$ cat src/uart_mode_pkg.sv
// Purpose: constants for the serial port mode-control block
// Assumes: APB with 32-bit data, one aligned word per register
// Notes:   register offsets are byte addresses
package uart_mode_pkg;
    localparam int          ADDR_W          = 4;
    localparam logic [3:0]  OFF_MODE        = 4'h0;
    localparam logic [3:0]  OFF_CLR         = 4'h4;
    localparam logic [3:0]  OFF_SET         = 4'h8;
    localparam logic [3:0]  OFF_INV         = 4'hC;
    localparam logic [31:0] MODE_RESET      = 32'h0000_0000;
    localparam logic [31:0] MODE_IMPL_MASK  = 32'h0000_BBFF;
    localparam int          BIT_ENABLE      = 15;
    localparam int          BIT_IDLE_STOP   = 13;
    localparam int          BIT_INFRARED    = 12;
    localparam int          BIT_REQ_MODE    = 11;
    localparam int          BIT_PIN_USE_HI  = 9;
    localparam int          BIT_PIN_USE_LO  = 8;
    localparam int          BIT_WAKE        = 7;
    localparam int          BIT_LOOP        = 6;
    localparam int          BIT_AUTO_RATE   = 5;
    localparam int          BIT_RX_INVERT   = 4;
    localparam int          BIT_HIGH_SPEED  = 3;
    localparam int          BIT_PARITY_HI   = 2;
    localparam int          BIT_PARITY_LO   = 1;
    localparam int          BIT_STOP_SEL    = 0;
    localparam logic [1:0]  USE_TX_RX       = 2'b00;
    localparam logic [1:0]  USE_TX_RX_RTS   = 2'b01;
    localparam logic [1:0]  USE_TX_RX_FLOW  = 2'b10;
    localparam logic [1:0]  USE_TX_RX_BCLK  = 2'b11;
endpackage

$ cat src/uart_mode_control.sv
// What this block does
// - clear, set and invert aliases sit at base plus 0x4, 0x8, 0xC
// - enable bit one: port owns pins chosen by pin usage and transmit enable
// - enable bit zero: all pins back to gpio control, port clocks gated off
// - idle stop one halts port during idle; zero keeps it running
// - infrared bit enables transmit encoder and receive decoder together
// - request pin mode one means simplex, zero means flow control
// - pin usage field picks owned pins; others stay with gpio registers
// - wake bit lets a start bit on receive pin wake from sleep
// - loop select bit places the port in loopback mode
// - bits 31-16, 14 and 10 read zero and ignore writes
//
// Purpose: mode register and pin ownership for an asynchronous serial port
// Assumes: pclk domain; transmit datapath supplies serial data and enables
// Notes:   all outputs are registered, so pin muxing lags one cycle
`timescale 1ns/1ps
module uart_mode_control
    import uart_mode_pkg::*;
(
    // clock, reset, enable
    input  wire logic              pclk,
    input  wire logic              presetn,
    input  wire logic              clk_en,
    // apb slave
    input  wire logic              psel,
    input  wire logic              penable,
    input  wire logic              pwrite,
    input  wire logic [ADDR_W-1:0] paddr,
    input  wire logic [31:0]       pwdata,
    input  wire logic [3:0]        pstrb,
    output logic      [31:0]       prdata,
    output logic                   pready,
    output logic                   pslverr,
    // device power state
    input  wire logic              device_idle,
    input  wire logic              device_sleep,
    // transmit / receive datapath side
    input  wire logic              transmit_enable,
    input  wire logic              tx_serial_data,
    input  wire logic              rts_request,
    input  wire logic              rate_clock,
    output logic                   rx_serial_data,
    output logic                   cts_state,
    output logic                   port_run,
    output logic                   infrared_codec_enable,
    output logic                   request_pin_mode,
    output logic                   wake_request,
    output logic [7:0]             frame_config,
    // gpio side, used while the port does not own a pin
    input  wire logic [3:0]        gpio_output_latch,
    input  wire logic [3:0]        gpio_direction,
    output logic [3:0]             gpio_port_data,
    // serial pins
    input  wire logic              serial_receive_pin,
    input  wire logic              clear_to_send_pin,
    output logic                   serial_transmit_pin,
    output logic                   serial_transmit_pin_oe,
    output logic                   request_to_send_pin,
    output logic                   request_to_send_pin_oe,
    output logic                   rate_clock_output_pin,
    output logic                   rate_clock_output_pin_oe
);
    logic [31:0] serial_port_mode;
    logic [31:0] next_mode;
    logic [1:0]  pin_in_sync;
    logic        rx_pin;
    logic        cts_pin;
    logic        port_on;
    logic [1:0]  pin_usage_select;
    logic        own_rts;
    logic        own_cts;
    logic        own_bclk;
    logic        internal_loop_select;
    logic        rx_prev;
    logic        apb_write;
    logic [3:0]  pad_out;
    logic [3:0]  pad_in;
    logic [31:0] lane_mask;

    pin_sync #(.WIDTH(2)) u_pin_sync (
        .pclk     (pclk),
        .presetn  (presetn),
        .clk_en   (clk_en),
        .async_in ({clear_to_send_pin, serial_receive_pin}),
        .sync_out (pin_in_sync)
    );
    assign rx_pin  = pin_in_sync[0];
    assign cts_pin = pin_in_sync[1];

    assign port_on              = serial_port_mode[BIT_ENABLE];
    assign pin_usage_select     = serial_port_mode[BIT_PIN_USE_HI:BIT_PIN_USE_LO];
    assign internal_loop_select = serial_port_mode[BIT_LOOP];
    assign own_rts  = port_on && (pin_usage_select == USE_TX_RX_RTS ||
                                  pin_usage_select == USE_TX_RX_FLOW);
    assign own_cts  = port_on && (pin_usage_select == USE_TX_RX_FLOW);
    assign own_bclk = port_on && (pin_usage_select == USE_TX_RX_BCLK);

    assign apb_write = psel && penable && pwrite && clk_en;
    assign lane_mask = {{8{pstrb[3]}}, {8{pstrb[2]}}, {8{pstrb[1]}}, {8{pstrb[0]}}};

    // alias writes act on the stored word; only strobed lanes change
    always_comb begin
        next_mode = serial_port_mode;
        case (paddr)
            OFF_MODE: next_mode = (serial_port_mode & ~lane_mask) | (pwdata & lane_mask);
            OFF_CLR:  next_mode = serial_port_mode & ~(pwdata & lane_mask);
            OFF_SET:  next_mode = serial_port_mode | (pwdata & lane_mask);
            OFF_INV:  next_mode = serial_port_mode ^ (pwdata & lane_mask);
            default:  next_mode = serial_port_mode;
        endcase
        next_mode = next_mode & MODE_IMPL_MASK;
    end

    // register write
    always_ff @(posedge pclk or negedge presetn) begin
        if (!presetn) begin
            serial_port_mode <= MODE_RESET;
        end else if (apb_write) begin
            serial_port_mode <= next_mode;
        end
    end

    // apb answer: zero wait states; pslverr stays low, writes to offsets other than 0x0, 0x4, 0x8, 0xC are ignored
    always_ff @(posedge pclk or negedge presetn) begin
        if (!presetn) begin
            pready  <= 1'b0;
            pslverr <= 1'b0;
            prdata  <= 32'h0000_0000;
        end else if (clk_en) begin
            pready  <= psel && !penable;
            pslverr <= 1'b0;
            if (psel && !penable && !pwrite) begin
                // aliases read back the base word
                prdata <= serial_port_mode & MODE_IMPL_MASK;
            end
        end
    end

    // mode outputs to the serial engine
    always_ff @(posedge pclk or negedge presetn) begin
        if (!presetn) begin
            port_run              <= 1'b0;
            infrared_codec_enable <= 1'b0;
            request_pin_mode      <= 1'b0;
            frame_config          <= 8'h00;
        end else if (clk_en) begin
            // disabled or idle-stopped port freezes, keeping power low
            port_run <= port_on &&
                        !(serial_port_mode[BIT_IDLE_STOP] && device_idle);
            infrared_codec_enable <= port_on && serial_port_mode[BIT_INFRARED];
            request_pin_mode      <= serial_port_mode[BIT_REQ_MODE];
            frame_config          <= serial_port_mode[7:0];
        end
    end

    // receive path, loopback and handshake input
    always_ff @(posedge pclk or negedge presetn) begin
        if (!presetn) begin
            rx_serial_data <= 1'b1;
            cts_state      <= 1'b0;
        end else if (clk_en) begin
            if (!port_on) begin
                rx_serial_data <= 1'b1;
            end else if (internal_loop_select) begin
                rx_serial_data <= tx_serial_data;
            end else begin
                rx_serial_data <= rx_pin;
            end
            cts_state <= own_cts ? cts_pin : 1'b0;
        end
    end

    // wake on falling edge of receive pin during sleep
    always_ff @(posedge pclk or negedge presetn) begin
        if (!presetn) begin
            rx_prev      <= 1'b1;
            wake_request <= 1'b0;
        end else if (clk_en) begin
            rx_prev      <= rx_pin;
            wake_request <= port_on && serial_port_mode[BIT_WAKE] &&
                            device_sleep && rx_prev && !rx_pin;
        end
    end

    // pin ownership: pad order is tx, rx, rts/bclk shared, cts
    always_ff @(posedge pclk or negedge presetn) begin
        if (!presetn) begin
            serial_transmit_pin      <= 1'b1;
            serial_transmit_pin_oe   <= 1'b0;
            request_to_send_pin      <= 1'b1;
            request_to_send_pin_oe   <= 1'b0;
            rate_clock_output_pin    <= 1'b0;
            rate_clock_output_pin_oe <= 1'b0;
        end else if (clk_en) begin
            // loopback keeps the line idle so the far end sees nothing
            if (port_on && transmit_enable) begin
                serial_transmit_pin    <= internal_loop_select ? 1'b1 : tx_serial_data;
                serial_transmit_pin_oe <= 1'b1;
            end else begin
                serial_transmit_pin    <= gpio_output_latch[0];
                serial_transmit_pin_oe <= !gpio_direction[0];
            end
            if (own_rts) begin
                request_to_send_pin    <= rts_request;
                request_to_send_pin_oe <= 1'b1;
            end else if (!own_bclk) begin
                request_to_send_pin    <= gpio_output_latch[2];
                request_to_send_pin_oe <= !gpio_direction[2];
            end else begin
                request_to_send_pin    <= 1'b1;
                request_to_send_pin_oe <= 1'b0;
            end
            if (own_bclk) begin
                rate_clock_output_pin    <= rate_clock;
                rate_clock_output_pin_oe <= 1'b1;
            end else begin
                rate_clock_output_pin    <= gpio_output_latch[2];
                rate_clock_output_pin_oe <= 1'b0;
            end
        end
    end

    // gpio readback of pads; tx reads back its driven level
    assign pad_out = {1'b0, request_to_send_pin, 1'b0, serial_transmit_pin};
    assign pad_in  = {cts_pin, pad_out[2], rx_pin, pad_out[0]};

    always_ff @(posedge pclk or negedge presetn) begin
        if (!presetn) begin
            gpio_port_data <= 4'h0;
        end else if (clk_en) begin
            gpio_port_data <= pad_in;
        end
    end
endmodule

$ cat src/pin_sync.sv
// Purpose: two-flop synchroniser for asynchronous pin inputs
// Assumes: one clock, clock enable freezes state
// Notes:   first stage is read only by the second
`timescale 1ns/1ps
module pin_sync #(
    parameter int WIDTH = 1
) (
    // clock and reset
    input  wire logic             pclk,
    input  wire logic             presetn,
    input  wire logic             clk_en,
    // data
    input  wire logic [WIDTH-1:0] async_in,
    output logic      [WIDTH-1:0] sync_out
);
    logic [WIDTH-1:0] stage1;

    always_ff @(posedge pclk or negedge presetn) begin
        if (!presetn) begin
            stage1   <= '0;
            sync_out <= '0;
        end else if (clk_en) begin
            stage1   <= async_in;
            sync_out <= stage1;
        end
    end
endmodule

$ cat config.mk
export PLATFORM = sky130hd
export DESIGN_NAME = uart_mode_control
export DESIGN_NICKNAME = d
export VERILOG_FILES = /design/src/uart_mode_pkg.sv /design/src/uart_mode_control.sv /design/src/pin_sync.sv
export SDC_FILE = /design/constraint.sdc
export NUM_CORES = 1
export LEC_CHECK = 0
export BUFFER_PORTS_ARGS = -buffer_cell sky130_fd_sc_hd__buf_2
export CORE_UTILIZATION = 41
export CTS_CLUSTER_DIAMETER = 100
export CTS_CLUSTER_SIZE = 16
export DETAILED_ROUTE_END_ITERATION = 10
export GPL_ROUTABILITY_DRIVEN = 0
export GPL_TIMING_DRIVEN = 0
export PLACE_DENSITY = 0.77
export SYNTH_ARGS = -nofsm -noshare
export SYNTH_HDL_FRONTEND = slang
export SYNTH_HIERARCHICAL = 1
export SYNTH_SLANG_ARGS = --single-unit
export TNS_END_PERCENT = 30
$ cat constraint.sdc
create_clock -name pclk -period 3.9 [get_ports pclk]
set_input_delay 1.17 -clock pclk [delete_from_list [all_inputs] [get_ports pclk]]
set_output_delay 1.17 -clock pclk [all_outputs]
set_load 0.01 [all_outputs]
==> summary.md <==
| Metric | Value |
|---|---|
| Routed length per instance | 15.53 µm |
| Syn Area/Cell | 10.53 µm² |
| Initial antenna violation count | 0 |
| Sequential area share after synthesis | 0.4093 |
| DP Worst Slack | 1.181 ns |
| Tcrit/Tclk final | 0.6111 |
| Post-synth EDFFs | 0 |
| Max Slew Vio Count | 0 |
| Compound-Gate Fraction of Synth Area | 0.1111 |
| Cell Pwr Density | 497.4 nW/µm² |
| H-tree depth | 3 |
| Crit-path max cell delay | 0.39 ns |
| Post-Synth XOR/XNOR Area | 0 |
| PostCTS Resize Cnt | 0 |
| Top FF cell, synth | dfrtp_1 |
| # rows | 33 |
| Layout cells sized above 1 | 0.3982 |
| Synth cell types | 37 |
| GRT Overall Usage | 0.2013 |
| Main combinational cell family by area after synthesis | multiplexers |
| WS Path Type | primary input to flip-flop |
| Fmax | 419.6 MHz |
| Die H | 95.16 µm |
| Tmin final | 2.383 ns |
| CORE AREA | 8299 µm² |
| # hold bufs at CTS | 0 |
| Setup bufs post-CTS | 0 |
| Crit end category | flip-flop |
| Critical path startpoint category | primary input |
| RSZ-0062 raised after global routing | false |
| Slew @ Worst Pin | 0.7488 ns |
| Post-Syn Instances | 338 |
| Status | completed |
| Multiplexer area fraction after synthesis | 0.1449 |
| Nets@finish | 534 |
| WP data arrival | 2.60 ns |
| Initial detailed-routing violation count | 153 |
| Clock-pin slew on the worst setup and hold paths | 0.07 ns |
| Synth Register Bits | 58 |
| CP required | 4.12 ns |
| Clock skew | 0.004825 ns |
| P&R area growth vs syn | 23.28% |
| Adder-Cell Fraction of Synth Area | 0.1055 |
| Async S/R FF share, synth | 1.000 |
| Synth warn | 6 |
| Largest net degree at the start of global routing | 59 |
| CP top delay family | buffers and inverters |
| Die X | 95.16 µm |
| First-pass GRT wire length | 13,690 µm |
| Finish-stage setup viols | 0 |
| Multi-input logic area | 1826 µm² |
| Clock buffer count from CTS | 9 |
| Area post-placement | 4133 µm² |
| Avg Vias per Cell | 5.129 |
| CP cell instances | buf_2, buf_1, nand2_1, ha_1, nand2b_1, a32oi_1, a31oi_1 |
| GRT overflow | 0 |
| Clk Tree Root Cell | clkbuf_8 |
| CTS sink cnt | 58 |
| Slew Limit Headroom | 0.5008 |
| Max-cap viol count | 0 |
| Finished Cell Area | 4387 µm² |
| CTS tree | done |
| FILL cells | 761 |
| I/O pin total | 120 |
| Slowest CP cell | buf_1 |
| Synth Area in Simple Gates | 0.1315 |
| Pleak | 2.136 nW |
| WP buf/inv | 2 |
| Die ar. | 9055 µm² |
| Antenna Cells | 0 |
| Hold Crit Class | flip-flop to flip-flop |
| Setup tns final | 0 ns |
| ANT nets after route | 0 |
| Total wire length | 8574 µm |
| Post-detailed-placement half-perimeter wirelength | 6123 µm |
| Worst Hold Margin | 0.4887 ns |
| CTS max path bufs | 2 |
| I/O Buffers | 75 |
| Fin. Hold Viols | 0 |
| Via count | 2,831 |
| Starting Density | 0.4288 |
| Mapped Area | 3558 µm² |
| Register area | 1456 µm² |
| Residual DRC | 0 |
| Worst-path fanout max | 10 |
| Max VDD drop | 0.1524 mV |
| Clock Latency Late Sink | 0.34 ns |
| Vias in the first global route | 2,810 |
| Fin worst setup slack | 1.517 ns |
| Detailed Routing Iterations Pass 1 | 4 |
-- final cells by class --
class	instances	area share
multi-input cells	237	0.4161
flip-flops and latches	58	0.3320
repair buffers	75	0.08614
plain buffers	38	0.05876
clock buffers	10	0.03137
well taps	105	0.02995
clock inverters	6	0.02596
inverters	23	0.01968
-- sequential cells by signal, indices dropped and copies added (netlist names), 2 cells and up --
register	count
gpio_port_data	4
serial_port_mode	14
u_pin_sync/sync_out	2
prdata	14
frame_config	8
u_pin_sync/stage1	2
-- logic make-up after synthesis --
kind of cell | count (synthesis)
DFF | 58
buffers and inverters | 61
other | 1
AOI/OAI and AO/OA | 60
and+or+nand+nor | 82
adders and majority gates | 30
muxes | 46
-- power breakdown --
part           internal, mW  switching (mW)  leakage, nW
Sequential            0.754           0.122        0.707
Combinational         0.301           0.298         1.31
Clock                 0.443           0.264        0.119
-- cell usage after synthesis, drive strengths merged, types with 2 or more instances --
cell     n  area [µm²]
dfrtp   54        1351
a32oi   13       113.9
a31oi   16       106.4
dfstp    4       105.1
nand3    4       20.02
a21oi   17       85.08
o21ai    8       40.04
nand2b  27       168.9
buf     34       242.7
mux2i    2       20.02
nor2     6       22.52
inv     23       86.33
ha      30       375.4
clkbuf   4       15.01
nand2   35       131.4
mux2    44       495.5
nor3     2       21.27
-- worst reg2reg max path, delay by kind of cell, from the launching register on --
kind | cells | cell delay (ns)
flops | 1 | 0.52
simple gates | 1 | 0.15
buf+inv | 1 | 0.09
compound gates | 2 | 0.39
fa+ha+maj | 1 | 0.29
-- stage by stage --
stage | util | cells | total power, mW
after global placement | 0.4980 | 536 | 1.452
after global routing | 0.5286 | 552 | 2.310
after detailed placement | 0.4980 | 536 | 1.488
after floorplan | - | 356 | 1.244
after CTS | 0.5283 | 552 | 2.197
final | 0.5286 | 552 | 2.182
-- cell usage in the layout (no fill, tap or decap), types with 2 or more instances in the layout --
| master | instances |
|---|---|
| a21oi_1 | 17 |
| a31oi_1 | 15 |
| a32oi_1 | 13 |
| buf_2 | 82 |
| buf_4 | 23 |
| buf_6 | 3 |
| bufinv_16 | 3 |
| clkbuf_1 | 4 |
| clkbuf_8 | 10 |
| clkinvlp_4 | 2 |
| conb_1 | 19 |
| dfrtp_1 | 54 |
| dfstp_2 | 4 |
| ha_1 | 30 |
| inv_1 | 23 |
| mux2_2 | 44 |
| mux2i_1 | 2 |
| nand2_1 | 35 |
| nand2b_1 | 27 |
| nand3_1 | 4 |
| nor2_1 | 6 |
| o21ai_0 | 8 |
-- worst paths after layout --
path	start	endpoint	slack, ns	cells after the start
min in group asynchronous	presetn	gpio_port_data[3]	0.90	1
worst min register to register	rate_clock_output_pin_oe	rate_clock_output_pin_oe	0.49	2
max in group asynchronous	presetn	serial_port_mode[4]	2.51	1
worst min-delay path	rate_clock_output_pin_oe	rate_clock_output_pin_oe	0.49	2
worst max register to register	serial_port_mode[6]	serial_port_mode[6]	2.34	5
worst max-delay path	pstrb[1]	serial_port_mode[12]	1.52	7
-- routing by layer --
layer | global-route usage | share of wire
met4 | 0.08207 | 0.024
met1 | 0.2460 | 0.43
met2 | 0.3357 | 0.49
met3 | 0.05263 | 0.056
met5 | 0 | 0
Power figures use the tool's default switching activity.
